===== config.mk =====
export PLATFORM = sky130hd
export DESIGN_NAME = rcg_range_snapshot
export DESIGN_NICKNAME = d
export VERILOG_FILES = /design/src/rtl/rcg_pkg.sv /design/src/rtl/rcg_accum_bank.sv /design/src/rtl/rcg_range_snapshot.sv
export VERILOG_INCLUDE_DIRS = /design/src /design/src/rtl
export SDC_FILE = /design/constraint.sdc
export NUM_CORES = 2
export LEC_CHECK = 0
export ABC_AREA = 1
export BUFFER_PORTS_ARGS = -buffer_cell sky130_fd_sc_hd__buf_2
export CORE_AREA = 2 2 263 265
export DETAILED_ROUTE_END_ITERATION = 6
export DIE_AREA = 0 0 265 267
export PLACE_DENSITY = 0.84
export SYNTH_ARGS = -nofsm -noshare
export SYNTH_HDL_FRONTEND = slang
export SYNTH_SLANG_ARGS = --single-unit

===== constraint.sdc =====
create_clock -name clk -period 2.8 [get_ports clk]
set_input_delay 0.7 -clock clk [delete_from_list [all_inputs] [get_ports clk]]
set_output_delay 0.7 -clock clk [all_outputs]
set_load 0.1 [all_outputs]

===== src/rtl/rcg_regs.svh =====
`ifndef RCG_REGS_SVH
`define RCG_REGS_SVH

// command codes and register offsets on the serial port
`define RCG_OFS_GROUP_SNAPSHOT  8'h1E
`define RCG_OFS_RANGE_SELECT    8'h1D

// channel range register layout
`define RCG_RANGE_RESET         16'h0000
`define RCG_SNS_LSB_CH1         14
`define RCG_BUS_LSB_CH1         6
`define RCG_FIELD_STEP          2

// widths of the readable results
`define RCG_CHANNELS            4
`define RCG_MEAS_W              16
`define RCG_POWER_W             30
`define RCG_ACCUM_W             48
`define RCG_COUNT_W             24
`define RCG_SETTLE_W            18

// settle time before refreshed results may be read
`define RCG_SETTLE_TIME_US      1000
`define RCG_CLK_FREQ_MHZ        250
`define RCG_SETTLE_CYCLES       (`RCG_SETTLE_TIME_US * `RCG_CLK_FREQ_MHZ)

`endif


===== src/rtl/rcg_pkg.sv =====
`default_nettype none

`include "rcg_regs.svh"

package rcg_pkg;

    // sense-voltage full-scale selector
    typedef enum logic [1:0] {
        RCG_SNS_UNI100 = 2'h0,
        RCG_SNS_BI100  = 2'h1,
        RCG_SNS_BI50   = 2'h2,
        RCG_SNS_RSVD   = 2'h3
    } rcg_sense_range_t;

    // rail-voltage full-scale selector
    typedef enum logic [1:0] {
        RCG_BUS_UNI32 = 2'h0,
        RCG_BUS_BI32  = 2'h1,
        RCG_BUS_BI16  = 2'h2,
        RCG_BUS_RSVD  = 2'h3
    } rcg_bus_range_t;

    typedef logic [`RCG_CHANNELS-1:0][`RCG_MEAS_W-1:0]  rcg_meas_arr_t;
    typedef logic [`RCG_CHANNELS-1:0][`RCG_POWER_W-1:0] rcg_power_arr_t;
    typedef logic [`RCG_CHANNELS-1:0][`RCG_ACCUM_W-1:0] rcg_accum_arr_t;

    // state of the accumulator bank
    typedef struct packed {
        rcg_accum_arr_t          accum;
        logic [`RCG_COUNT_W-1:0] count;
    } rcg_acc_state_t;

    // state of the range and snapshot block
    typedef struct packed {
        logic [15:0]              range_select;
        rcg_meas_arr_t            snap_rail;
        rcg_meas_arr_t            snap_shunt;
        rcg_accum_arr_t           snap_accum;
        logic [`RCG_COUNT_W-1:0]  snap_count;
        logic [`RCG_SETTLE_W-1:0] settle_cnt;
        logic                     done;
    } rcg_state_t;

endpackage

`default_nettype wire


===== src/rtl/rcg_accum_bank.sv =====
`default_nettype none

`include "rcg_regs.svh"

module rcg_accum_bank (
    input  wire logic                    clk,
    input  wire logic                    rstn,
    input  wire logic                    sample_valid,
    input  wire rcg_pkg::rcg_power_arr_t sample_power,
    input  wire logic                    clear,
    output rcg_pkg::rcg_accum_arr_t      accum,
    output logic [`RCG_COUNT_W-1:0]      count
);
    import rcg_pkg::*;

    rcg_acc_state_t s_reg;
    rcg_acc_state_t s_next;

    // a sample landing on the clear cycle opens the new window, so none is lost
    always_comb begin
        s_next = s_reg;
        for (int ch = 0; ch < `RCG_CHANNELS; ch++) begin
            if (clear) begin
                s_next.accum[ch] = sample_valid ? `RCG_ACCUM_W'(sample_power[ch]) : '0;
            end else if (sample_valid) begin
                s_next.accum[ch] = s_reg.accum[ch] + `RCG_ACCUM_W'(sample_power[ch]);
            end
        end
        if (clear) begin
            s_next.count = sample_valid ? `RCG_COUNT_W'(1) : '0;
        end else if (sample_valid) begin
            s_next.count = s_reg.count + `RCG_COUNT_W'(1);
        end
    end

    // state register
    always_ff @(posedge clk) begin
        if (!rstn) begin
            s_reg <= '0;
        end else begin
            s_reg <= s_next;
        end
    end

    assign accum = s_reg.accum;
    assign count = s_reg.count;

endmodule

`default_nettype wire


===== src/rtl/rcg_range_snapshot.sv =====
// Summary of operation
// RULE1: sense range field per channel, bits 15-14 down to 9-8: uni100, bi100, bi50.
// RULE2: two-bit rail range selector per channel, channel one bits 7-6, channel four 1-0.
// RULE3: rail selector 00 means unipolar 32 V to 0 V, the reset setting.
// RULE4: rail selector 01 means bipolar plus/minus 32 V.
// RULE5: rail selector 10 means bipolar plus/minus 16 V.
// RULE6: host never writes 11 into a rail selector; that code is reserved.
// RULE7: group snapshot code 1EH is a send byte with no data bytes.
// RULE8: group snapshot executes when it arrives through the general call address.
// RULE9: snapshot copies accumulators, count, rail and sense results into readable registers.
// RULE10: group snapshot clears internal accumulators and count like the plain snapshot.
// RULE11: host waits at least 1 ms after the snapshot before reading results.
// RULE12: readable results hold until the next snapshot of any kind.
`default_nettype none

`include "rcg_regs.svh"

module rcg_range_snapshot #(
    parameter int SETTLE_CYCLES = `RCG_SETTLE_CYCLES
) (
    input  wire logic                     clk,
    input  wire logic                     rstn,
    input  wire logic                     cmd_valid,
    input  wire logic [7:0]               cmd_code,
    input  wire logic                     cmd_no_data,
    input  wire logic                     cmd_general_call,
    input  wire logic                     wr_valid,
    input  wire logic [7:0]               wr_addr,
    input  wire logic [15:0]              wr_data,
    input  wire logic                     other_snapshot,
    input  wire logic                     other_keep_accum,
    input  wire rcg_pkg::rcg_meas_arr_t   live_rail,
    input  wire rcg_pkg::rcg_meas_arr_t   live_shunt,
    input  wire logic                     sample_valid,
    input  wire rcg_pkg::rcg_power_arr_t  sample_power,
    output logic [15:0]                   range_select,
    output rcg_pkg::rcg_sense_range_t     sense_range_ch1,
    output rcg_pkg::rcg_sense_range_t     sense_range_ch2,
    output rcg_pkg::rcg_sense_range_t     sense_range_ch3,
    output rcg_pkg::rcg_sense_range_t     sense_range_ch4,
    output rcg_pkg::rcg_bus_range_t       bus_range_ch1,
    output rcg_pkg::rcg_bus_range_t       bus_range_ch2,
    output rcg_pkg::rcg_bus_range_t       bus_range_ch3,
    output rcg_pkg::rcg_bus_range_t       bus_range_ch4,
    output logic [3:0]                    sense_bipolar,
    output logic [3:0]                    sense_half_scale,
    output logic [3:0]                    bus_bipolar,
    output logic [3:0]                    bus_half_scale,
    output rcg_pkg::rcg_meas_arr_t        snap_rail,
    output rcg_pkg::rcg_meas_arr_t        snap_shunt,
    output rcg_pkg::rcg_accum_arr_t       snap_accum,
    output logic [`RCG_COUNT_W-1:0]       snap_count,
    output logic                          group_snapshot_done,
    output logic                          settling
);
    import rcg_pkg::*;

    rcg_state_t               s_reg;
    rcg_state_t               s_next;
    logic                     grp_cmd;
    logic                     snap_go;
    logic                     acc_clear;
    rcg_accum_arr_t           acc_live;
    logic [`RCG_COUNT_W-1:0]  acc_count;

    // field of channel ch (0 = channel one) starting at the channel-one lsb
    function automatic logic [1:0] field_of(input logic [15:0] r, input int lsb1, input int ch);
        int lsb;
        lsb = lsb1 - `RCG_FIELD_STEP * ch;
        return r[lsb +: 2];
    endfunction

    // only a data-less send byte of 1EH counts; general call or own address both execute
    assign grp_cmd   = cmd_valid && (cmd_code == `RCG_OFS_GROUP_SNAPSHOT) && cmd_no_data; // RULE7 RULE8
    assign snap_go   = grp_cmd || other_snapshot;
    // the accumulator-preserving flavour is the only snapshot that leaves the sums alone
    assign acc_clear = grp_cmd || (other_snapshot && !other_keep_accum); // RULE10

    rcg_accum_bank rcg_accum_bank_inst (
        .clk          (clk),
        .rstn         (rstn),
        .sample_valid (sample_valid),
        .sample_power (sample_power),
        .clear        (acc_clear),
        .accum        (acc_live),
        .count        (acc_count)
    );

    // next state: range writes, snapshot copy, settle countdown
    always_comb begin
        s_next      = s_reg;
        s_next.done = grp_cmd;
        if (wr_valid && (wr_addr == `RCG_OFS_RANGE_SELECT)) begin
            s_next.range_select = wr_data; // RULE2 RULE6
        end
        if (snap_go) begin
            s_next.snap_rail  = live_rail; // RULE9
            s_next.snap_shunt = live_shunt;
            s_next.snap_accum = acc_live;
            s_next.snap_count = acc_count;
            s_next.settle_cnt = `RCG_SETTLE_W'(SETTLE_CYCLES); // RULE11
        end else if (s_reg.settle_cnt != '0) begin
            s_next.settle_cnt = s_reg.settle_cnt - `RCG_SETTLE_W'(1);
        end
    end

    // state register; the range selectors come up unipolar
    always_ff @(posedge clk) begin
        if (!rstn) begin
            s_reg              <= '0;
            s_reg.range_select <= `RCG_RANGE_RESET; // RULE3
        end else begin
            s_reg <= s_next; // RULE12
        end
    end

    assign range_select        = s_reg.range_select;
    assign snap_rail           = s_reg.snap_rail;
    assign snap_shunt          = s_reg.snap_shunt;
    assign snap_accum          = s_reg.snap_accum;
    assign snap_count          = s_reg.snap_count;
    assign group_snapshot_done = s_reg.done;
    // a limitation: results are stable at once, the flag only mirrors the host's wait
    assign settling            = (s_reg.settle_cnt != '0);

    // field split of the range register
    assign sense_range_ch1 = rcg_sense_range_t'(field_of(s_reg.range_select, `RCG_SNS_LSB_CH1, 0)); // RULE1
    assign sense_range_ch2 = rcg_sense_range_t'(field_of(s_reg.range_select, `RCG_SNS_LSB_CH1, 1));
    assign sense_range_ch3 = rcg_sense_range_t'(field_of(s_reg.range_select, `RCG_SNS_LSB_CH1, 2));
    assign sense_range_ch4 = rcg_sense_range_t'(field_of(s_reg.range_select, `RCG_SNS_LSB_CH1, 3));
    assign bus_range_ch1   = rcg_bus_range_t'(field_of(s_reg.range_select, `RCG_BUS_LSB_CH1, 0)); // RULE2
    assign bus_range_ch2   = rcg_bus_range_t'(field_of(s_reg.range_select, `RCG_BUS_LSB_CH1, 1));
    assign bus_range_ch3   = rcg_bus_range_t'(field_of(s_reg.range_select, `RCG_BUS_LSB_CH1, 2));
    assign bus_range_ch4   = rcg_bus_range_t'(field_of(s_reg.range_select, `RCG_BUS_LSB_CH1, 3));

    // decoded scale controls for the converters; reserved codes fall back to unipolar full scale
    always_comb begin
        for (int ch = 0; ch < `RCG_CHANNELS; ch++) begin
            unique case (rcg_sense_range_t'(field_of(s_reg.range_select, `RCG_SNS_LSB_CH1, ch)))
                RCG_SNS_BI100: begin
                    sense_bipolar[ch]    = 1'b1; // RULE1
                    sense_half_scale[ch] = 1'b0;
                end
                RCG_SNS_BI50: begin
                    sense_bipolar[ch]    = 1'b1;
                    sense_half_scale[ch] = 1'b1;
                end
                RCG_SNS_UNI100, RCG_SNS_RSVD: begin
                    sense_bipolar[ch]    = 1'b0;
                    sense_half_scale[ch] = 1'b0;
                end
            endcase
            unique case (rcg_bus_range_t'(field_of(s_reg.range_select, `RCG_BUS_LSB_CH1, ch)))
                RCG_BUS_BI32: begin
                    bus_bipolar[ch]    = 1'b1; // RULE4
                    bus_half_scale[ch] = 1'b0;
                end
                RCG_BUS_BI16: begin
                    bus_bipolar[ch]    = 1'b1; // RULE5
                    bus_half_scale[ch] = 1'b1;
                end
                RCG_BUS_UNI32, RCG_BUS_RSVD: begin
                    bus_bipolar[ch]    = 1'b0; // RULE3 RULE6
                    bus_half_scale[ch] = 1'b0;
                end
            endcase
        end
    end

    // checks beside the logic they guard
    chk_range_reset_zero: assert property (@(posedge clk) !rstn |=> range_select == `RCG_RANGE_RESET && !bus_bipolar[0]) // RULE3
        else $error("range register not cleared by reset");

    chk_range_write_lands: assert property (@(posedge clk) disable iff (!rstn)
        wr_valid && (wr_addr == `RCG_OFS_RANGE_SELECT)
        |=> range_select == $past(wr_data) && bus_range_ch4 == $past(wr_data[1:0])) // RULE2
        else $error("range write did not reach the channel fields");

    chk_sense_field_map: assert property (@(posedge clk) disable iff (!rstn)
        wr_valid && (wr_addr == `RCG_OFS_RANGE_SELECT) && (wr_data[15:14] == 2'h2)
        |=> sense_bipolar[0] && sense_half_scale[0] && sense_range_ch1 == RCG_SNS_BI50) // RULE1
        else $error("channel one sense range decode wrong");

    chk_bus_bi32_decode: assert property (@(posedge clk) disable iff (!rstn)
        bus_range_ch1 == RCG_BUS_BI32 |-> bus_bipolar[0] && !bus_half_scale[0] && range_select[7:6] == 2'h1) // RULE4
        else $error("channel one 32 V bipolar decode wrong");

    chk_bus_bi16_decode: assert property (@(posedge clk) disable iff (!rstn)
        range_select[1:0] == 2'h2 |-> bus_bipolar[3] && bus_half_scale[3]) // RULE5
        else $error("channel four 16 V bipolar decode wrong");

    chk_data_cmd_ignored: assert property (@(posedge clk) disable iff (!rstn)
        cmd_valid && (cmd_code == `RCG_OFS_GROUP_SNAPSHOT) && !cmd_no_data && !other_snapshot
        |=> !group_snapshot_done && $stable(snap_rail)) // RULE7
        else $error("group snapshot with data bytes was executed");

    chk_general_call_copy: assert property (@(posedge clk) disable iff (!rstn)
        cmd_valid && cmd_general_call && (cmd_code == `RCG_OFS_GROUP_SNAPSHOT) && cmd_no_data
        |=> group_snapshot_done && snap_rail == $past(live_rail)
            && snap_shunt == $past(live_shunt) && snap_count == $past(acc_count)) // RULE8 RULE9
        else $error("general call snapshot did not copy results");

    chk_accum_cleared: assert property (@(posedge clk) disable iff (!rstn)
        grp_cmd |=> acc_count == ($past(sample_valid) ? `RCG_COUNT_W'(1) : `RCG_COUNT_W'(0))) // RULE10
        else $error("group snapshot did not clear accumulation count");

    chk_settle_flag: assert property (@(posedge clk) disable iff (!rstn)
        snap_go |=> settling && s_reg.settle_cnt == `RCG_SETTLE_W'(SETTLE_CYCLES)) // RULE11
        else $error("settle window not started by snapshot");

    chk_results_hold: assert property (@(posedge clk) disable iff (!rstn)
        !snap_go |=> $stable(snap_rail) && $stable(snap_accum) && $stable(snap_count)) // RULE12
        else $error("readable results changed without a snapshot");

endmodule

`default_nettype wire


==> out/summary.txt <==
=====================================================================================
Leakage power summed over all cells ....................................     20.33 nW
Total routed wirelength ................................................    117700 um
Path class of the lowest-slack min-delay path .......................... input pin to register
Hold worst-path end .................................................... snap_rail[63]
Starting density of the core ...........................................       53.24%
Total count of max-transition violations in the final report ...........            0
Hold-fix buffers at CTS ................................................            0
Worst vdd ir ...........................................................  0.0005484 V
Layout net count .......................................................         6424
Total standard cell area after synthesis ...............................   36200 um^2
Overall overflow remaining after global route ..........................            0
Clk Tree Root Cell ..................................................... sky130_fd_sc_hd__clkbuf_16
F_max ..................................................................    371.4 MHz
Insertion delay to the later sink of the worst-skew pair ...............      0.63 ns
Psw ....................................................................     9.581 mW
Instance area after placement ..........................................   37800 um^2
Power per standard cell area ........................................... 635.0 nW/um^2
Met1 layer usage reported by global route ..............................       42.71%
Pin count of the biggest net entering global routing ...................          157
Part of the Yosys area used for sequential elements ....................       32.91%
CTS tree ...............................................................         done
Via-to-Cell Ratio ......................................................        5.272
Post-Route Skew ........................................................   0.02594 ns
HPWL after DPL .........................................................     88950 um
Depth of the worst register-to-register path ...........................           12
Flip-flop and latch count after synthesis ..............................          595
Signed area change from the synthesized netlist to the final layout ....       10.99%
Worst Min Path Start ................................................... live_rail[63]
Horiz. Die Dim .........................................................       265 um
Max-cap viol count .....................................................            0
Sequential Area ........................................................   11910 um^2
Share of power burned in registers .....................................        36.6%
Placer's final routability congestion estimate .........................       0.9825
Global router's overall resource usage .................................       31.94%
Proportion of power drawn by combinational gates .......................        27.4%
Switching Fraction .....................................................       37.56%
Final number of setup-violating endpoints ..............................            0
Multi-input gate area ..................................................   18220 um^2
Rows ...................................................................           96
Cells after DPL ........................................................         6809
Post-route minimum period ..............................................     2.693 ns
Layout cell share with drive strength beyond 1 .........................       14.95%
Routed wire length per instance ........................................     16.95 um
1st-pass router iterations .............................................            7
Number of clock buffers inserted by TritonCTS ..........................           67
First-pass GRT wire length .............................................    181600 um
Depth of the worst hold-timing path ....................................            3
Grt peak-use layer .....................................................         met2
Share of total power in the clock network ..............................        36.0%
Count of placed standard cells in the final layout, fillers left out ...         6945
Utilization after layout ...............................................       59.09%
Count of boundary I/O pins .............................................          683
Final standard cell area without fillers ...............................   40170 um^2
Htree depth ............................................................            3
GR met3 Demand/Resource ................................................       7.030%
Number of hold-slack violations in the final timing report .............            0
Maximum net fanout on the critical path ................................            3
Reg-to-Reg Start ....................................................... rcg_accum_bank_inst.accum[96]
Kind of start point of the critical path ...............................     register
Internal power component ...............................................     15.93 mW
Post-route clock period utilization ....................................       96.16%
Count of antenna-violating nets left after detailed routing ............            0
Number of warnings issued by yosys .....................................            0
Critical path arrival ..................................................      1.99 ns
Number of global-route vias before repair ..............................        33823
Average size of a mapped cell ..........................................   6.291 um^2
Capturing element type of the critical path ............................   output pin
Classification of the worst setup path ................................. register to output pin
Netlist cell types .....................................................           43
TritonCTS Sinks ........................................................          595
Synth Net Count ........................................................         6177
Area of the die ........................................................   70760 um^2
Number of antenna violations at the first check in global routing ......           10
Critical R2R Capture ................................................... rcg_accum_bank_inst.accum[126]
Unrepaired setup endpoints after global routing ........................        false
Drc violations .........................................................           10
Core outline area ......................................................   67990 um^2
Via Count ..............................................................        36617
Violated checks ........................................................ design-rule violations
Slew at the pin with the worst max-slew slack ..........................    0.7718 ns
Longest Clk Path Bufs ..................................................            3
Number of DRC markers in iteration 0 ...................................         3215
Headroom to the max-slew limit .........................................       48.55%
Clock-pin slew of the registers on the worst-case setup and hold paths .      0.06 ns
R2r setup slk ..........................................................      0.35 ns
Count of mapped cells out of synthesis .................................         5754
Result of the run ...................................................... complete, but fails checks
Critical Path RT .......................................................      2.10 ns
Global-route met2 utilization ..........................................       50.69%
Height of the die ......................................................       267 um
Port-buffer cells ......................................................          681
Fillcell total .........................................................         6484
=====================================================================================
==> layout by cell type, fill, tap and decap left out, types with 4 or more instances in the layout <==
cell	Yosys	routed
sky130_fd_sc_hd__buf_2	68	678
sky130_fd_sc_hd__nand3_1	258	258
sky130_fd_sc_hd__clkbuf_16	0	67
sky130_fd_sc_hd__o21ai_1	43	43
sky130_fd_sc_hd__xnor2_1	9	9
sky130_fd_sc_hd__o21ai_0	400	400
sky130_fd_sc_hd__clkinv_4	0	5
sky130_fd_sc_hd__a31oi_1	5	5
sky130_fd_sc_hd__clkinvlp_4	0	8
sky130_fd_sc_hd__bufinv_16	0	5
sky130_fd_sc_hd__o211ai_1	12	12
sky130_fd_sc_hd__inv_1	635	632
sky130_fd_sc_hd__clkbuf_1	127	6
sky130_fd_sc_hd__fa_1	4	4
sky130_fd_sc_hd__nor3_1	50	50
sky130_fd_sc_hd__o21ai_2	8	8
sky130_fd_sc_hd__and3_1	4	4
sky130_fd_sc_hd__o21bai_1	19	19
sky130_fd_sc_hd__buf_12	0	17
sky130_fd_sc_hd__ha_1	130	129
sky130_fd_sc_hd__o21a_1	6	6
sky130_fd_sc_hd__xor2_1	46	46
sky130_fd_sc_hd__dfxtp_1	595	595
sky130_fd_sc_hd__a21oi_1	386	386
sky130_fd_sc_hd__nand4_1	43	43
sky130_fd_sc_hd__a211oi_1	4	4
sky130_fd_sc_hd__clkbuf_8	0	11
sky130_fd_sc_hd__nand2_1	1308	1307
sky130_fd_sc_hd__nor2_1	1157	1155
sky130_fd_sc_hd__clkinv_2	0	10
sky130_fd_sc_hd__diode_2	0	11
sky130_fd_sc_hd__buf_4	381	63
sky130_fd_sc_hd__nor4_1	25	25
==> per-stage QoR <==
step	power (mW)	TNS [ns]	setup slack (ns)	hold WS, ns
6_report	25.51	0	0.1074	0.2915
5_1_grt	26.56	0	0.01104	0.2858
4_1_cts	25.55	0	0.01961	0.2641
2_1_floorplan	15.08	0	0.3844	0.4225
3_5_place_dp	16.38	-0.1549	-0.05068	0.4487
3_3_place_gp	16.31	-0.005841	-0.005841	0.4478
==> power by group through the flow <==
stage | Sequential, mW | Combinational (mW) | Clock [mW]
after floorplan | 9.38 | 5.69 | 0
after detailed placement | 9.49 | 6.89 | 0
after global placement | 9.48 | 6.83 | 0
after global routing | 9.38 | 7.56 | 9.62
final | 9.33 | 7.00 | 9.19
after CTS | 9.32 | 6.93 | 9.29
==> layer usage <==
| layer | part of all wire [%] | vias to the layer above |
|---|---|---|
| li1 | - | 18272 |
| met1 | 44 | 16609 |
| met2 | 44 | 1497 |
| met3 | 8.9 | 235 |
| met4 | 3.1 | 4 |
| met5 | 0.087 | - |
==> logic make-up (layout without fill, tap and decap cells) <==
| group | count (synthesis) | count (layout) | share of synthesized area (%) |
|---|---|---|---|
| other | 0 | 11 | 0 |
| AND/OR/NAND/NOR | 2864 | 2864 | 31.49 |
| XOR/XNOR | 55 | 55 | 1.331 |
| adder cells (fa/ha/maj) | 134 | 134 | 4.715 |
| flip-flops | 595 | 595 | 32.91 |
| AO/OA/AOI/OAI | 887 | 887 | 12.70 |
| buffers and inverters | 1219 | 1517 | 16.86 |
==> layout make-up <==
| cell class | count | area share, % |
|---|---|---|
| Clock buffer | 84 | 4.606 |
| Antenna cell | 11 | 0.06852 |
| Tap cell | 882 | 2.747 |
| Multi-Input combinational cell | 3940 | 45.36 |
| Inverter | 638 | 6.005 |
| Sequential cell | 595 | 29.65 |
| Timing Repair Buffer | 759 | 10.51 |
| Clock inverter | 36 | 1.059 |
==> Yosys cell counts <==
master                     count  area (um^2)
sky130_fd_sc_hd__ha_1        130         1627
sky130_fd_sc_hd__o21bai_1     19        142.6
sky130_fd_sc_hd__a21oi_1     386         1932
sky130_fd_sc_hd__or3_1         1        6.260
sky130_fd_sc_hd__clkbuf_1    127        476.7
sky130_fd_sc_hd__nand2_1    1308         4910
sky130_fd_sc_hd__o21ai_0     400         2002
sky130_fd_sc_hd__buf_6         1        11.26
sky130_fd_sc_hd__o211ai_1     12        90.09
sky130_fd_sc_hd__nand3_2       2        20.02
sky130_fd_sc_hd__nor2_4        1        11.26
sky130_fd_sc_hd__or2_2         1        6.260
sky130_fd_sc_hd__buf_2        68        340.3
sky130_fd_sc_hd__o21ai_1      43        215.2
sky130_fd_sc_hd__nor4_1       25        156.4
sky130_fd_sc_hd__nor2_1     1157         4343
sky130_fd_sc_hd__dfxtp_1     595        11910
sky130_fd_sc_hd__buf_4       381         2860
sky130_fd_sc_hd__nand3_1     258         1291
sky130_fd_sc_hd__nand2_4       1        11.26
sky130_fd_sc_hd__xor2_1       46        402.9
sky130_fd_sc_hd__fa_1          4        80.08
sky130_fd_sc_hd__o22ai_1       1        6.260
sky130_fd_sc_hd__nor2_2        2        12.51
sky130_fd_sc_hd__xnor2_1       9        78.83
sky130_fd_sc_hd__nand4_1      43        269.0
sky130_fd_sc_hd__a211oi_1      4        30.03
sky130_fd_sc_hd__and3_1        4        25.02
sky130_fd_sc_hd__a221oi_1      1        8.760
sky130_fd_sc_hd__o21ai_4       1        16.27
sky130_fd_sc_hd__o21a_1        6        45.04
sky130_fd_sc_hd__a31oi_1       5        31.28
sky130_fd_sc_hd__inv_4         1        6.260
sky130_fd_sc_hd__nand3b_1      2        15.01
sky130_fd_sc_hd__inv_2         2        7.510
sky130_fd_sc_hd__nor3_2        3        30.03
sky130_fd_sc_hd__o21ai_2       8        70.07
sky130_fd_sc_hd__o31ai_1       1        7.510
sky130_fd_sc_hd__nand2_2       3        18.77
sky130_fd_sc_hd__inv_1       635         2384
sky130_fd_sc_hd__nor3_1       50        250.2
sky130_fd_sc_hd__nor3b_1       3        22.52
sky130_fd_sc_hd__buf_1         4        15.01
==> worst max-delay path by stage <==
stage                      from                             end  slack [ns]  cells after the start
2_1_floorplan          s_reg[1]                        settling        0.38                      7
5_1_grt                s_reg[2]                        settling        0.01                      8
3_5_place_dp   sample_power[60]  rcg_accum_bank_inst.accum[126]       -0.05                     13
3_3_place_gp   sample_power[60]  rcg_accum_bank_inst.accum[140]      -0.006                     16
4_1_cts                s_reg[1]                        settling        0.02                      8
6_report               s_reg[1]                        settling        0.11                      8
==> worst max-delay path, cell delays in order, from the launching register on <==
cell                      delay [ns]
sky130_fd_sc_hd__dfxtp_1        0.32
sky130_fd_sc_hd__inv_2          0.09
sky130_fd_sc_hd__ha_4           0.15
sky130_fd_sc_hd__nand2_1        0.08
sky130_fd_sc_hd__nor2_2         0.11
sky130_fd_sc_hd__nand3_1        0.12
sky130_fd_sc_hd__nor3_2         0.19
sky130_fd_sc_hd__nand2_2        0.12
sky130_fd_sc_hd__buf_12         0.19
==> timing repair <==
| item | in CTS | in global routing |
|---|---|---|
| gates resized for setup | 9 | 0 |
| pin swaps | 3 | 3 |
| setup endpoints to repair | 1 | 1 |
| buffers inserted | 2 | 3 |
Power figures use the tool's default switching activity.
